--- src/rtl/dpc_cfg.svh ---
`ifndef DPC_CFG_SVH
`define DPC_CFG_SVH

// ****************************************************************
// parameter addresses (16-bit word addresses)
// ****************************************************************
`define DPC_ADDR_DONE_FLAGS  16'h0a02
`define DPC_ADDR_EDGE1       16'h0a04
`define DPC_ADDR_EDGE2       16'h0a06
`define DPC_ADDR_ARM1        16'h0a08
`define DPC_ADDR_ARM2        16'h0a0a
`define DPC_ADDR_POS1_HI     16'h0a0c
`define DPC_ADDR_POS1_LO     16'h0a0d
`define DPC_ADDR_POS2_HI     16'h0a0e
`define DPC_ADDR_POS2_LO     16'h0a0f
`define DPC_ADDR_COUNT1      16'h0a10
`define DPC_ADDR_COUNT2      16'h0a12

// ****************************************************************
// field encodings and reset values
// ****************************************************************
`define DPC_ARM_STOP         16'h0000
`define DPC_ARM_ONCE         16'h0001
`define DPC_ARM_CONT         16'h0002
`define DPC_EDGE_FALL        16'h0000
`define DPC_EDGE_RISE        16'h0001
`define DPC_EDGE_RESET       16'h0000
`define DPC_ARM_RESET        16'h0000
`define DPC_COUNT_RESET      16'h0000
`define DPC_POS_RESET        32'h0000_0000

`endif

--- src/rtl/dpc_pkg.sv ---
package dpc_pkg;

	// channel capture mode
	typedef enum logic [1:0] {
		DPC_IDLE,
		DPC_ONCE,
		DPC_CONT
	} dpc_mode_t;

	// decoded parameter address
	typedef enum logic [3:0] {
		DPC_R_NONE,
		DPC_R_DONE,
		DPC_R_EDGE,
		DPC_R_ARM,
		DPC_R_POS_HI,
		DPC_R_POS_LO,
		DPC_R_COUNT
	} dpc_reg_t;

endpackage

--- src/rtl/dpc_capture.sv ---
`timescale 1ns/1ps
`include "dpc_cfg.svh"

// What this block does
// [RULE1] activation value 0 cancels, 1 arms one capture, 2 arms repeated capture
// [RULE2] single-capture mode stops after the first latched position
// [RULE3] repeated mode stays armed and latches on every later edge until cancelled
// [RULE4] edge select 0 captures on falling edge, 1 on rising edge
// [RULE5] each channel keeps a 16-bit read-only count of capture events
// [RULE6] a channel's count clears whenever its activation field is written to arm
// [RULE7] each capture stores the signed 32-bit axis position at the edge
// [RULE8] position redefinition shifts stored captured positions into the new frame
// [RULE9] activation and edge-select writes act at once with no commit step
// [RULE10] two independent channels with their own fields at separate addresses
// [RULE11] shared status word: bit 0 channel one captured, bit 1 channel two captured
// [RULE12] channel two has its own cleared-on-arm count and 32-bit position
// [RULE13] capture inputs pass a two-stage synchroniser before edge detection
// [RULE14] after a single capture, edges are ignored and position holds until rearmed
module dpc_capture #(
	parameter int POS_W = 32,
	parameter int CNT_W = 16
) (
	input  wire logic              clk,
	input  wire logic              reset,
	input  wire logic              capture_input_one,
	input  wire logic              capture_input_two,
	input  wire logic [POS_W-1:0]  axis_position,
	input  wire logic              position_redefine,
	input  wire logic [POS_W-1:0]  position_shift,
	input  wire logic [15:0]       par_addr,
	input  wire logic              par_wr,
	input  wire logic [15:0]       par_wdata,
	input  wire logic              par_rd,
	output logic      [15:0]       par_rdata,
	output logic                   par_ack,
	output logic                   par_err
);

	// ****************************************************************
	// address decode
	// ****************************************************************

	// maps a word address to a register kind and its channel
	function automatic dpc_pkg::dpc_reg_t dec_reg(input logic [15:0] a, output logic ch);
		ch = 1'b0;
		case (a)
			`DPC_ADDR_DONE_FLAGS: dec_reg = dpc_pkg::DPC_R_DONE;
			`DPC_ADDR_EDGE1:      dec_reg = dpc_pkg::DPC_R_EDGE;
			`DPC_ADDR_EDGE2: begin
				ch = 1'b1;
				dec_reg = dpc_pkg::DPC_R_EDGE;
			end
			`DPC_ADDR_ARM1:       dec_reg = dpc_pkg::DPC_R_ARM;
			`DPC_ADDR_ARM2: begin
				ch = 1'b1;
				dec_reg = dpc_pkg::DPC_R_ARM;
			end
			`DPC_ADDR_POS1_HI:    dec_reg = dpc_pkg::DPC_R_POS_HI;
			`DPC_ADDR_POS1_LO:    dec_reg = dpc_pkg::DPC_R_POS_LO;
			`DPC_ADDR_POS2_HI: begin
				ch = 1'b1;
				dec_reg = dpc_pkg::DPC_R_POS_HI;
			end
			`DPC_ADDR_POS2_LO: begin
				ch = 1'b1;
				dec_reg = dpc_pkg::DPC_R_POS_LO;
			end
			`DPC_ADDR_COUNT1:     dec_reg = dpc_pkg::DPC_R_COUNT;
			`DPC_ADDR_COUNT2: begin
				ch = 1'b1;
				dec_reg = dpc_pkg::DPC_R_COUNT;
			end
			default:              dec_reg = dpc_pkg::DPC_R_NONE;
		endcase
	endfunction

	// ****************************************************************
	// state
	// ****************************************************************

	logic              [1:0]       in_s1_q, in_s2_q, in_s3_q;
	logic              [1:0]       in_s1_d, in_s2_d, in_s3_d;
	logic              [POS_W-1:0] pos_p1_q, pos_p2_q;
	dpc_pkg::dpc_mode_t            mode_q [2];
	dpc_pkg::dpc_mode_t            mode_d [2];
	logic              [15:0]      arm_q [2];
	logic              [15:0]      arm_d [2];
	logic              [15:0]      edge_q [2];
	logic              [15:0]      edge_d [2];
	logic              [CNT_W-1:0] cnt_q [2];
	logic              [CNT_W-1:0] cnt_d [2];
	logic              [POS_W-1:0] pos_q [2];
	logic              [POS_W-1:0] pos_d [2];
	logic              [1:0]       done_q, done_d;
	logic              [15:0]      rdata_d;
	logic                          ack_d, err_d;
	logic              [1:0]       cap_in;
	logic              [1:0]       hit;
	dpc_pkg::dpc_reg_t             acc_reg;
	logic                          acc_ch;

	assign cap_in = {capture_input_two, capture_input_one};

	// ****************************************************************
	// next-state logic
	// ****************************************************************

	// synchroniser, edge detect, mode, count, position and access
	always_comb begin
		acc_reg = dec_reg(par_addr, acc_ch);
		in_s1_d = cap_in;                              // [RULE13]
		in_s2_d = in_s1_q;                             // [RULE13]
		in_s3_d = in_s2_q;
		done_d  = done_q;
		rdata_d = par_rdata;
		ack_d   = par_rd | par_wr;
		err_d   = 1'b0;
		for (int c = 0; c < 2; c++) begin             // [RULE10] [RULE12]
			mode_d[c] = mode_q[c];
			arm_d[c]  = arm_q[c];
			edge_d[c] = edge_q[c];
			cnt_d[c]  = cnt_q[c];
			pos_d[c]  = pos_q[c];
			// edge on the synchronised level only
			hit[c] = (edge_q[c][0] ? (in_s2_q[c] & ~in_s3_q[c])
			                       : (~in_s2_q[c] & in_s3_q[c]))
			         && (mode_q[c] != dpc_pkg::DPC_IDLE); // [RULE4] [RULE14]
			if (position_redefine) begin
				pos_d[c] = pos_q[c] + position_shift;   // [RULE8]
			end
			if (hit[c]) begin
				pos_d[c] = pos_p2_q;                     // [RULE7]
				cnt_d[c] = cnt_q[c] + CNT_W'(1);         // [RULE5]
				if (mode_q[c] == dpc_pkg::DPC_ONCE) begin
					mode_d[c] = dpc_pkg::DPC_IDLE;        // [RULE2]
					arm_d[c]  = `DPC_ARM_STOP;
				end                                      // repeated mode stays armed [RULE3]
			end
		end
		// parameter write, effective on the next edge
		if (par_wr) begin
			case (acc_reg)
				dpc_pkg::DPC_R_EDGE: begin
					if (par_wdata == `DPC_EDGE_FALL || par_wdata == `DPC_EDGE_RISE) begin
						edge_d[acc_ch] = par_wdata;          // [RULE9]
					end else begin
						err_d = 1'b1;
					end
				end
				dpc_pkg::DPC_R_ARM: begin
					case (par_wdata)                     // [RULE1] [RULE9]
						`DPC_ARM_STOP: begin
							mode_d[acc_ch] = dpc_pkg::DPC_IDLE;
							arm_d[acc_ch]  = par_wdata;
						end
						`DPC_ARM_ONCE: begin
							mode_d[acc_ch] = dpc_pkg::DPC_ONCE;
							arm_d[acc_ch]  = par_wdata;
							cnt_d[acc_ch]  = `DPC_COUNT_RESET; // [RULE6]
							done_d[acc_ch] = hit[acc_ch];  // set wins over clear
						end
						`DPC_ARM_CONT: begin
							mode_d[acc_ch] = dpc_pkg::DPC_CONT;
							arm_d[acc_ch]  = par_wdata;
							cnt_d[acc_ch]  = `DPC_COUNT_RESET; // [RULE6]
							done_d[acc_ch] = hit[acc_ch];
						end
						default: err_d = 1'b1;
					endcase
				end
				default: err_d = 1'b1;                 // read-only or unmapped
			endcase
		end
		done_d = done_d | hit;                          // [RULE11]
		// parameter read, answered one cycle later
		if (par_rd) begin
			case (acc_reg)
				dpc_pkg::DPC_R_DONE:   rdata_d = {14'h0000, done_q}; // [RULE11]
				dpc_pkg::DPC_R_EDGE:   rdata_d = edge_q[acc_ch];
				dpc_pkg::DPC_R_ARM:    rdata_d = arm_q[acc_ch];
				dpc_pkg::DPC_R_POS_HI: rdata_d = pos_q[acc_ch][31:16];
				dpc_pkg::DPC_R_POS_LO: rdata_d = pos_q[acc_ch][15:0];
				dpc_pkg::DPC_R_COUNT:  rdata_d = cnt_q[acc_ch];
				default: begin
					rdata_d = 16'h0000;
					err_d   = 1'b1;
				end
			endcase
		end
	end

	// ****************************************************************
	// registers
	// ****************************************************************

	// position delay matches the synchroniser latency
	always_ff @(posedge clk) begin
		pos_p1_q <= axis_position;
		pos_p2_q <= pos_p1_q;
		in_s1_q  <= in_s1_d;
		in_s2_q  <= in_s2_d;
		in_s3_q  <= in_s3_d;
		if (reset) begin
			done_q    <= 2'h0;
			par_rdata <= 16'h0000;
			par_ack   <= 1'b0;
			par_err   <= 1'b0;
			for (int c = 0; c < 2; c++) begin
				mode_q[c] <= dpc_pkg::DPC_IDLE;
				arm_q[c]  <= `DPC_ARM_RESET;
				edge_q[c] <= `DPC_EDGE_RESET;
				cnt_q[c]  <= `DPC_COUNT_RESET;
				pos_q[c]  <= `DPC_POS_RESET;
			end
		end else begin
			done_q    <= done_d;
			par_rdata <= rdata_d;
			par_ack   <= ack_d;
			par_err   <= err_d;
			for (int c = 0; c < 2; c++) begin
				mode_q[c] <= mode_d[c];
				arm_q[c]  <= arm_d[c];
				edge_q[c] <= edge_d[c];
				cnt_q[c]  <= cnt_d[c];
				pos_q[c]  <= pos_d[c];
			end
		end
	end

endmodule

--- config.mk ---
export PLATFORM = sky130hd
export DESIGN_NAME = dpc_capture
export DESIGN_NICKNAME = d
export VERILOG_FILES = /design/src/rtl/dpc_pkg.sv /design/src/rtl/dpc_capture.sv
export VERILOG_INCLUDE_DIRS = /design/src /design/src/rtl
export SDC_FILE = /design/constraint.sdc
export NUM_CORES = 1
export LEC_CHECK = 0
export ABC_AREA = 1
export BUFFER_PORTS_ARGS = -buffer_cell sky130_fd_sc_hd__buf_2
export CAP_MARGIN = 20
export CORE_ASPECT_RATIO = 0.75
export CORE_MARGIN = 1.5
export CORE_UTILIZATION = 35
export DETAILED_ROUTE_END_ITERATION = 12
export PLACE_DENSITY = 0.57
export SLEW_MARGIN = 25
export SYNTH_ARGS = -nofsm -noshare
export SYNTH_HDL_FRONTEND = slang
export SYNTH_SLANG_ARGS = --single-unit
export TNS_END_PERCENT = 50
--- constraint.sdc ---
create_clock -name clk -period 2.6 [get_ports clk]
set_input_delay 0.26 -clock clk [delete_from_list [all_inputs] [get_ports clk]]
set_output_delay 0.26 -clock clk [all_outputs]
set_load 0.005 [all_outputs]
Word level (Yosys, flattened, before mapping)
Memories as Yosys holds them, arrays and structs flattened.
Cells that the tools add are included.
{ "op_classes": {"add_sub_neg": 4, "multipliers": 0, "div_mod_pow": 0, "magnitude_cmp": 4, "n_eq_ne": 21, "n_shift": 0, "muxes": 64, "bitwise_logic": 31, "reduce_logical": 17} }
{ "ops": {"columns": ["operator", "count"], "rows": [
  ["two-way mux 32 bit", 15],
  ["two-way mux 16 bit", 13],
  ["== test 16 x 12 -> 1 bit, second input constant", 11],
  ["case mux 16 bit (6 select lines)", 1],
  ["adder 32 bit", 2],
  ["bitwise mux 32 bit", 2],
  ["adder 16 x 1 -> 16 bit, second input constant", 2],
  ["AND 32 bit", 1],
  ["NOT 32 bit", 1],
  ["two-way mux 2 bit", 10],
  ["case mux 3 bit (6 select lines)", 1],
  ["demux 16 bit (select 1 bit)", 1],
  ["== test 16 x 1 -> 1 bit, second input constant", 1],
  ["== test 16 x 2 -> 1 bit, second input constant", 1],
  ["logical NOT 16 bit", 1],
  ["two-way mux 1 bit", 14],
  ["== test 4 x 3 -> 1 bit, second input constant", 3],
  ["case mux 4 bit (3 select lines)", 1],
  ["OR reduction 2 bit", 6],
  ["bitwise OR 1 bit", 11],
  ["== test 4 x 2 -> 1 bit, second input constant", 2],
  ["two-way mux 4 bit", 2],
  ["bitwise OR 2 bit", 3],
  ["OR reduction 6 bit", 1],
  ["other kinds (22)", 35]
]} }
{ "totals": {"regBits": 90, "latch_bits": 0, "mem_bits_rw": 164, "rom_bits": 0, "out_inout_bits": 18, "wordCells": 155, "n_memories": 5} }
{ "mem_list": {"columns": ["memory", "depth", "width", "rd", "rd_ports_with_merged_regs", "wr", "line_no", "rtl"], "rows": [
  ["pos_q", 2, 32, 3, 0, 2, "dpc_capture.sv:92", "logic [POS_W-1:0] pos_q [2];"],
  ["arm_q", 2, 16, 3, 0, 2, "dpc_capture.sv:86", "logic [15:0] arm_q [2];"],
  ["cnt_q", 2, 16, 3, 0, 2, "dpc_capture.sv:90", "logic [CNT_W-1:0] cnt_q [2];"],
  ["edge_q", 2, 16, 3, 0, 2, "dpc_capture.sv:88", "logic [15:0] edge_q [2];"],
  ["mode_q", 2, 2, 2, 0, 2, "dpc_capture.sv:84", "dpc_pkg::dpc_mode_t mode_q [2];"]
]} }

Depth between registers and ports, before layout
Gate-level depths: netlist (run 1).
{ "depth": {"word_depth": 14, "mapped_depth": 16, "mapped_depth_nobuf": 15} }

Worst setup path after synthesis (run 1)
OpenSTA, ideal clock, no wires.
{ "synth_path": {"path_type": "reg2reg", "startpoint": "memory pos_q[1][0]", "endpoint": "memory pos_q[1][30]", "setup_ns": 0.132, "t_arrival_ns": 2.142, "required_ns": 2.468, "slack_ns": 0.326, "path_stages_with_launch": 14, "path_buffers": 0, "path_cell_list": "dfxtp_1 > ha_1 > inv_1 > fa_1 > o21ai_0 > a21oi_1 > o21ai_0 > nand2_1 > nand2_1 > nand2_1 > nand2_1 > nand2_1 > nand3_1 > a21oi_1"} }
{ "synth_rtl": {"columns": ["element", "line_no"], "rows": [
  ["start: declaration", "dpc_capture.sv:92"]
]} }

==> results.sh, run 1 <==
export IMPL_worst_pin_slew_ns=0.9100
export IMPL_synth_fp_nets=2279
export IMPL_n_fill_cell=4217
export IMPL_drv_cap=0
export IMPL_end_kind="flop"
export IMPL_violations="design-rule violations"
export IMPL_io_pins=121
export IMPL_crit_buf_inv=0
export IMPL_crit_top_cell="a21oi_1"
export IMPL_finalNetCount=2442
export IMPL_slew_violations=0
export IMPL_p_total_uw=10870
export IMPL_synth_ff_type="dfxtp_1"
export IMPL_dp_cells=2726
export IMPL_crit_slowest_cell="a21oi_1"
export IMPL_async_flop_share_pct=0
export IMPL_cp_arrival_ns=2.86
export IMPL_wl_per_cell_um=17.62
export IMPL_crit_start="pos_q[1][14]"
export IMPL_cts_root_buf="clkbuf_16"
export IMPL_cp_depth=9
export IMPL_synth_largest_area_cell="dfxtp_1"
export IMPL_grt_pass1_vias=13190
export IMPL_clock_skew_ns=0.02235
export IMPL_core_area_um2=39570
export IMPL_synth_edff_count=0
export IMPL_multi_input_area_um2=7959
export IMPL_synthCells=2110
export IMPL_r2r_end="pos_q[1][27]"
export IMPL_cp_required_ns=3.01
export IMPL_seq_area_um2=5085
export IMPL_grt_antenna_before_repair=0
export IMPL_viasPerCell=5.168
export IMPL_r2r_start="pos_q[1][14]"
export IMPL_seq_area_frac_synth_pct=36.15
export IMPL_ir_drop_v=0.0004840
export IMPL_cp_cell_sequence="ha_1 -> a21oi_1 -> o21ai_0 -> a21oi_1 -> nor2_1 -> nor3_1 -> nand3b_1 -> nand3_1 -> a21oi_1"
export IMPL_holdPathEnd="edge_q[0][0]"
export IMPL_grt_total_usage_pct=23.67
export IMPL_clock_latency_ns=0.58
export IMPL_max_stage_delay_ns=0.40
export IMPL_hold_depth=3
export IMPL_fin_crit_ns=2.447
export IMPL_hold_viol=0
export IMPL_first_iter_violations=1462
export IMPL_die_width_um=234.5
export IMPL_setup_violations=0
export IMPL_cts_tree="built"
export IMPL_synthToLayoutAreaGrowth_pct=20.04
export IMPL_drive_gt1_share_pct=11.07
export IMPL_cp_start_kind="flop"
export IMPL_gp_congestion=0.9982
export IMPL_grt_start_max_net_pins=143
export IMPL_clock_sinks=254
export IMPL_fp_row_count=63
export IMPL_synth_warnings=0
export IMPL_timing_fmax_mhz=408.6
export IMPL_die_y_um=176.6
export IMPL_hp_start="par_wdata[0]"
export IMPL_gr_total_overflow=0
export IMPL_power_density_nw_per_um2=643.5
export IMPL_clk_pin_slew_ns=0.07
export IMPL_die_area_um2=41410
export IMPL_antennaDiodeCount=0
export IMPL_ant_nets=0
export IMPL_vias=14540
export IMPL_ys_ff_latch=254
export IMPL_path_delay_family="compound AO/OA/AOI/OAI gates"
export IMPL_ys_top_cells_by_area="dfxtp_1 (36%), nand2_1 (17%), nand3_1 (6.7%)"
export IMPL_rsz0062_at_grt="yes"
export IMPL_route_detailed_drc=1
export IMPL_reg2reg_slack_ns=0.15
export IMPL_reg2reg_depth=9
export IMPL_finalCritPeriodShare_pct=94.13
export IMPL_status="finished with violations"
export IMPL_holdWs_ns=0.03007
export IMPL_synth_top_area_share_pct=36.15
export IMPL_cts_buffer_depth=3
export IMPL_grt_pass1_wl_um=75960
export IMPL_layoutNonFillerInstCount=2814
export IMPL_numCtsBuffers=28
export IMPL_avgSynthCellArea_um2=6.666
export IMPL_hold_class="input port to flop"
export IMPL_slew_headroom_pct=39.33
export IMPL_finalSetupTns_ns=0
export IMPL_portBuffers=120
export IMPL_first_pass_iters=11
export IMPL_start_util_pct=35.55
export IMPL_wl_um=49590
export IMPL_ys_types=45
export IMPL_dp_hpwl_um=37080
export IMPL_synth_area_um2=14070
export IMPL_path_class="flop to flop"
export IMPL_crit_path_max_fanout=4
export IMPL_h_tree_depth=1
export IMPL_p_leak_uw=0.007598
## power breakdown
group	switching (uW)	internal [uW]	leakage [uW]
Combinational	1330	756	0.00502
Clock	1870	2680	0.000495
Sequential	151	4080	0.00209
## sequential cells by signal, indices dropped and copies added, names as in the netlist
register   count
par_rdata     16
in_s1_q        2
in_s3_q        2
arm_q         32
pos_q         64
par_ack        1
cnt_q         32
par_err        1
mode_q         4
done_q         2
pos_p1_q      32
in_s2_q        2
pos_p2_q      32
edge_q        32
## synth_stat cells (3+ instances only)
cell type  instances
a21boi_0           4
a21o_1             7
a21oi_1          142
a31oi_1           31
buf_2             30
buf_6              3
clkbuf_1          40
clkinv_1           4
dfxtp_1          254
ha_1              64
inv_1            190
nand2_1          654
nand3_1          189
nand3b_1          21
nand4_1           20
nor2_1           179
nor2_2             5
nor3_1            44
nor3b_1            3
nor4_1            10
o211ai_1           8
o21a_1             3
o21ai_0          116
o21ai_1            8
o21bai_1           5
xnor2_1            5
xor2_1            45
## layout by cell type, fill, tap and decap left out, types with 29 or more instances in the layout
cell type      instances
a31oi_1               31
a21oi_1              140
inv_1                190
nand3_1              188
nor3_1                44
buf_4                 46
clkbuf_16             29
nand2_1              651
ha_1                  64
dlygate4sd3_1         36
buf_2                119
xor2_1                45
dfxtp_1              254
nor2_1               177
o21ai_0              113
## worst min-delay path, stage by stage
cell and delay, ns:
buf_2 0.15, nand2_1 0.08, a21oi_1 0.05
## metrics by stage
step                utilization (%)  setup WS (ns)  instance area [um2]
detailed placement            39.05       -0.05505                15450
global placement              39.05      -0.003670                15450
floorplan                         -         0.3255                14070
global route                  42.67       -0.01761                16880
CTS                           42.58        0.05014                16850
finish                        42.67         0.1527                16880
## worst max-delay path by stage
stage                   end  slack (ns)
3_3_place_gp   pos_q[1][28]      -0.004
2_1_floorplan  pos_q[1][30]        0.33
5_1_grt        pos_q[0][30]       -0.02
6_report       pos_q[1][27]        0.15
3_5_place_dp   pos_q[1][30]       -0.06
4_1_cts        pos_q[1][30]        0.05
## cell families after synthesis
kind of cell             share of synthesized area, %
AND/OR/NAND/NOR                                 34.26
AO/OA/AOI/OAI                                   12.87
buffers and inverters                           7.632
flip-flops                                      36.15
adder cells (fa/ha/maj)                         5.978
XOR/XNOR                                        3.113
## cell type report
type,count,area share (%)
multi-input cells,1587,47.14
well taps,520,3.853
repair buffers,207,8.418
flip-flops and latches,254,30.11
clock inverters,21,1.823
clock buffers,30,4.320
inverters,195,4.335
## routing by layer
| layer | GRT usage [%] | wire [um] |
|---|---|---|
| met5 | 0 | 0 |
| met4 | 4.857 | 978 |
| met3 | 5.477 | 4029 |
| met2 | 33.80 | 20130 |
| met1 | 35.70 | 24450 |
## timing repair
action,4_1_cts,5_1_grt
cloned,0,0
resized for setup,2,10
hold buffers,36,0
pin swaps,0,2
setup endpoints to repair,4,16
setup buffers,0,1
endpoints found under the hold margin,37,0
Note: power is estimated with default switching activity, not from simulation.
==> run 2: changes to the inputs <==
--- a/config.mk
+++ b/config.mk
@@ -14,6 +14,7 @@
 export CORE_UTILIZATION = 35
 export DETAILED_ROUTE_END_ITERATION = 12
 export PLACE_DENSITY = 0.57
+export RECOVER_POWER = 50
 export SLEW_MARGIN = 25
 export SYNTH_ARGS = -nofsm -noshare
 export SYNTH_HDL_FRONTEND = slang
==> run 2 against run 1 <==
  * The run still ends with design-rule violations left
  * Sequential power hardly changed
  * Hold slack better by 0.0020 ns
  * Global-route usage unchanged
  * Clock power barely moved
  * Design area down 0.33%
  * Die area unchanged
  * Largest cell class unchanged
==> results.sh, run 2 (synthesized netlist as in run 1, its figures left out) <==
export IMPL_status="finished with violations"
export IMPL_violations="design-rule violations"
export IMPL_setup_violations=0
export IMPL_final_common_cell="nand2_1"
export IMPL_finalCritPeriodShare_pct=94.27
export IMPL_cp_arrival_ns=2.86
export IMPL_regMostFlops="pos_q"
export IMPL_p_total_uw=10860
export IMPL_crit_top_cell="nand2_1"
export IMPL_grt_pass1_wl_um=75960
export IMPL_vias=14510
export IMPL_h_tree_depth=1
export IMPL_synthToLayoutAreaGrowth_pct=19.65
export IMPL_ir_drop_v=0.0004781
export IMPL_die_area_um2=41410
export IMPL_antennaDiodeCount=0
export IMPL_die_width_um=234.5
export IMPL_fin_crit_ns=2.451
export IMPL_grt_pass1_vias=13190
export IMPL_p_leak_uw=0.007517
export IMPL_largest_reg_flops=64
export IMPL_path_class="flop to flop"
export IMPL_utilization_pct=42.53
export IMPL_first_pass_iters=11
export IMPL_cts_buffer_depth=3
export IMPL_wl_per_cell_um=17.62
export IMPL_core_area_um2=39570
export IMPL_io_pins=121
export IMPL_crit_slowest_cell="ha_1"
export IMPL_clock_skew_ns=0.01919
export IMPL_final_cell_mix="nand2_1 (652), dfxtp_1 (254), inv_1 (191)"
export IMPL_wl_um=49580
export IMPL_dpl_instance_area_um2=15450
export IMPL_end_kind="flop"
export IMPL_viasPerCell=5.157
export IMPL_grt_antenna_before_repair=0
export IMPL_first_iter_violations=1328
export IMPL_cp_cell_sequence="ha_1 -> nand2_1 -> nor2_1 -> nand2_1 -> nor4_1 -> nand2_1 -> o211ai_1 -> a21oi_1 -> o21ai_0 -> a21oi_1"
export IMPL_power_density_nw_per_um2=645.0
export IMPL_path_delay_family="simple AND/OR/NAND/NOR gates"
export IMPL_crit_path_max_fanout=5
export IMPL_clk_pin_slew_ns=0.07
export IMPL_grt_total_usage_pct=23.67
export IMPL_hold_viol=0
export IMPL_start_util_pct=35.55
export IMPL_ant_nets=0
export IMPL_clock_latency_ns=0.57
export IMPL_slew_violations=0
export IMPL_fp_row_count=63
export IMPL_cts_root_buf="clkbuf_16"
export IMPL_rsz0062_at_grt="yes"
export IMPL_finalSetupTns_ns=0
export IMPL_cp_required_ns=3.01
export IMPL_slew_headroom_pct=38.75
export IMPL_cts_tree="built"
export IMPL_grt_start_max_net_pins=143
export IMPL_cp_start_kind="flop"
export IMPL_finalNetCount=2442
export IMPL_dp_hpwl_um=37080
export IMPL_numCtsBuffers=28
export IMPL_die_y_um=176.6
export IMPL_clock_sinks=254
export IMPL_worst_pin_slew_ns=0.9187
export IMPL_max_stage_delay_ns=0.40
export IMPL_drv_cap=0
export IMPL_route_detailed_drc=1
export IMPL_gr_total_overflow=0
export IMPL_hold_class="input port to flop"
export IMPL_crit_buf_inv=0
export IMPL_design_area_um2=16830
export IMPL_timing_fmax_mhz=408.0
export IMPL_drive_gt1_share_pct=10.07
export IMPL_gp_congestion=0.9982
export IMPL_portBuffers=120
[run 2: cell count changes in the layout (fill, tap and decap cells not counted), sizes merged]
cell and delta:
buf -21, clkbuf +21
[run 2: where the power goes]
| group | switching, uW | internal (uW) | leakage [uW] |
|---|---|---|---|
| Combinational | 1330 | 754 | 0.00494 |
| Clock | 1860 | 2680 | 0.000495 |
| Sequential | 152 | 4080 | 0.00209 |
| Total | 3340 | 7510 | 0.00752 |
[run 2: final timing paths]
check	to	from	slack [ns]	cells past startpoint
setup / recovery	pos_q[0][25]	pos_q[0][24]	0.15	10
hold reg to reg	pos_p2_q[14]	pos_p1_q[14]	0.32	0
setup reg to reg	pos_q[0][25]	pos_q[0][24]	0.15	10
hold / removal	edge_q[0][0]	par_wdata[0]	0.03	3
[run 2: through the flow]
stage | hold slack [ns] | cells | setup WS (ns)
2_1_floorplan | 0.2877 | 2110 | 0.3255
3_3_place_gp | 0.3102 | 2726 | -0.003670
3_5_place_dp | 0.3121 | 2726 | -0.05505
4_1_cts | 0.003686 | 2813 | 0.05014
5_1_grt | 0.02568 | 2814 | -0.01761
6_report | 0.03207 | 2814 | 0.1489
[run 2: cell type report]
cell class,instances,area (um2)
fill,4233,22740
multi-input combinational,1587,7933
sequential,254,5085
timing repair buffer,207,1393
inverter,195,732.0
clock buffer,30,729.5
tap,520,650.6
clock inverter,21,307.8
[run 2: repair_timing]
item	4_1_cts	5_1_grt
endpoints found under the hold margin	37	0
gates resized for setup	2	10
pin swaps	0	2
hold buffers	36	0
buffers inserted	0	1
endpoints found under the setup margin	4	16
[run 2: routing by layer]
layer / track usage (%) / up-vias / wire [um]
met2: 33.80 / 480 / 20120
met1: 35.70 / 6740 / 24400
li1: - / 7235 / -
met4: 4.857 / 0 / 986
met3: 5.477 / 58 / 4076
met5: 0 / - / 0
[run 2: tightest hold or removal path: stages]
cell     delay [ns]
buf_2          0.15
nand2_1        0.08
a21oi_1        0.05
==> run 3: changes to the inputs <==
--- a/config.mk
+++ b/config.mk
@@ -11,10 +11,11 @@
 export CAP_MARGIN = 20
 export CORE_ASPECT_RATIO = 0.75
 export CORE_MARGIN = 1.5
-export CORE_UTILIZATION = 35
+export CORE_UTILIZATION = 50
 export DETAILED_ROUTE_END_ITERATION = 12
-export PLACE_DENSITY = 0.57
+export PLACE_DENSITY = 0.74
 export RECOVER_POWER = 50
+export SETUP_SLACK_MARGIN = 0.3
 export SLEW_MARGIN = 25
 export SYNTH_ARGS = -nofsm -noshare
 export SYNTH_HDL_FRONTEND = slang
==> constraint.sdc (replaced) <==
create_clock -name clk -period 2.8 [get_ports clk]
set_input_delay 0.28 -clock clk [delete_from_list [all_inputs] [get_ports clk]]
set_output_delay 0.28 -clock clk [all_outputs]
set_load 0.005 [all_outputs]
==> run 3 against run 2 <==
  * The flow finishes with violations (max-capacitance violations, max-slew violations)
  * First-iteration DRC count grew 2.0%
  * Final cell count fell by 6.9%
  * Die area decreased by 30%
  * Hold slack worse by 0.013 ns
  * Critical path depth is 1 higher
  * Global-route usage increased by 8.3 points
  * Clock power decreased by 17%
  * Register-to-register slack improved by 0.22 ns
  * Maximum frequency is 0.90% higher
  * Critical endpoint is now pos_q[1][25]
  * Largest cell class unchanged
==> results.sh, run 3 (synthesized netlist as in run 1, its figures left out) <==
export IMPL_status="finished with violations"
export IMPL_violations="max-capacitance violations, max-slew violations"
export IMPL_cp_required_ns=3.28
export IMPL_clock_latency_ns=0.55
export IMPL_clock_skew_ns=0.01364
export IMPL_grt_pass1_vias=13270
export IMPL_finalNetCount=2419
export IMPL_gr_total_overflow=0
export IMPL_pwr_share_comb_pct=20.1
export IMPL_finalSetupTns_ns=0
export IMPL_route_detailed_drc=0
export IMPL_cts_buffer_depth=3
export IMPL_viasPerCell=5.543
export IMPL_die_y_um=148.3
export IMPL_slew_violations=20
export IMPL_drive_gt1_share_pct=9.383
export IMPL_final_common_cell="nand2_1"
export IMPL_clock_sinks=254
export IMPL_crit_path_max_fanout=32
export IMPL_largest_reg_flops=64
export IMPL_cp_arrival_ns=2.91
export IMPL_ir_drop_v=0.0005371
export IMPL_p_leak_uw=0.007379
export IMPL_antennaDiodeCount=0
export IMPL_p_clk_share_pct=39.0
export IMPL_p_seq_share_pct=40.9
export IMPL_grt_start_max_net_pins=143
export IMPL_max_stage_delay_ns=0.66
export IMPL_power_internal_uw=6691
export IMPL_cts_tree="built"
export IMPL_fp_row_count=52
export IMPL_r2r_start="edge_q[1][0]"
export IMPL_regMostFlops="pos_q"
export IMPL_final_cell_mix="nand2_1 (654), dfxtp_1 (253), inv_1 (191)"
export IMPL_dp_hpwl_um=34520
export IMPL_die_area_um2=29160
export IMPL_synthToLayoutAreaGrowth_pct=16.18
export IMPL_grt_antenna_before_repair=0
export IMPL_hold_class="input port to flop"
export IMPL_h_tree_depth=1
export IMPL_die_width_um=196.7
export IMPL_grt_total_usage_pct=31.95
export IMPL_rsz0062_at_grt="yes"
export IMPL_drv_cap=1
export IMPL_path_class="flop to flop"
export IMPL_wl_per_cell_um=17.96
export IMPL_numCtsBuffers=26
export IMPL_worst_pin_slew_ns=1.560
export IMPL_utilization_pct=59.80
export IMPL_gp_congestion=0.9710
export IMPL_core_area_um2=27330
export IMPL_wl_um=47070
export IMPL_portBuffers=120
export IMPL_setup_violations=0
export IMPL_crit_slowest_cell="clkbuf_2"
export IMPL_end_kind="flop"
export IMPL_vias=14530
export IMPL_first_pass_iters=8
export IMPL_switchingPower_uw=2919
export IMPL_grt_pass1_wl_um=73170
export IMPL_crit_start="edge_q[1][0]"
export IMPL_crit_top_cell="inv_1"
export IMPL_ant_nets=0
export IMPL_finalCritPeriodShare_pct=86.75
export IMPL_first_iter_violations=1355
export IMPL_io_pins=121
export IMPL_slew_headroom_pct=-4.700
export IMPL_cts_root_buf="clkbuf_16"
export IMPL_hold_viol=0
export IMPL_fin_crit_ns=2.429
export IMPL_cp_start_kind="flop"
export IMPL_clk_pin_slew_ns=0.07
export IMPL_start_util_pct=51.47
export IMPL_power_density_nw_per_um2=588.1
export IMPL_cp_cell_sequence="inv_1 -> nand3_1 -> nand2_1 -> o21ai_0 -> inv_1 -> nor2_2 -> clkbuf_2 -> nand2_1 -> o21ai_0 -> inv_1 -> a21oi_1"
export IMPL_hp_start="par_wr"
export IMPL_sw_frac_of_total_pct=30.38
export IMPL_timing_fmax_mhz=411.7
==> run 3: cell count changes in the layout (fill, tap and decap cells not counted), moves of 3 or more <==
cell and delta:
buf_2 +4, buf_4 -16, clkbuf_1 -3, clkbuf_8 +3, clkinv_2 +7, inv_6 -6
nand2_2 -3, o21ai_1 +3, o21ai_2 -3
==> run 3: routing by layer <==
layer	share of wire, %	global-route usage (%)	wire, um	vias to the layer above
li1	-	-	-	7188
met1	47	47.44	22210	6673
met2	40	45.73	19060	589
met3	9.4	6.893	4404	77
met4	3.0	10.00	1396	0
met5	0	0	0	-
==> run 3: path summary, 6_finish.rpt <==
kind / end / slack [ns] / depth (start not counted)
max reg2reg: pos_q[1][25] / 0.37 / 11
min reg2reg: pos_p2_q[5] / 0.32 / 0
max: pos_q[1][25] / 0.37 / 11
min: par_err / 0.02 / 3
==> run 3: power by group through the flow <==
stage	Sequential, uW	Clock, uW	Combinational (uW)
after floorplan	3950	0	1230
after global placement	4000	0	1780
after detailed placement	4000	0	1790
after CTS	3930	3800	1850
after global routing	3940	3960	2130
final	3930	3750	1930
==> run 3: repair_timing <==
item | 4_1_cts | 5_1_grt
hold endpoints to repair | 34 | 0
buffers inserted | 0 | 4
pin swaps | 0 | 3
setup endpoints to repair | 6 | 33
hold buffers | 34 | 0
resized for setup | 1 | 18
==> run 3: metrics by stage <==
stage / cell area, um2 / std cells / power [uW] / worst slack, ns / hold WS (ns)
2_1_floorplan: 14070 / 2110 / 5189 / 0.5255 / 0.3077
3_3_place_gp: 15050 / 2535 / 5783 / 0.2705 / 0.3100
3_5_place_dp: 15050 / 2535 / 5794 / 0.2193 / 0.3121
4_1_cts: 16300 / 2617 / 9567 / 0.2628 / 0.005063
5_1_grt: 16340 / 2621 / 10030 / 0.1318 / 0.04349
6_report: 16340 / 2621 / 9610 / 0.3709 / 0.01867
==> run 3: worst max-delay path, delay by kind of cell, from the launching register on <==
family | cells | cell delay (ns)
flops | 1 | 0.35
compound gates | 3 | 0.45
simple gates | 4 | 0.40
buf+inv | 4 | 1.12
==> run 3: layout make-up <==
cell class,count,area (um2)
Fill cell,2618,10980
Clock buffer,32,724.4
Timing Repair Buffer,186,1212
Sequential cell,254,5086
Clock inverter,16,191.4
Inverter,195,732.0
Multi-Input combinational cell,1587,7956
Tap cell,351,439.2
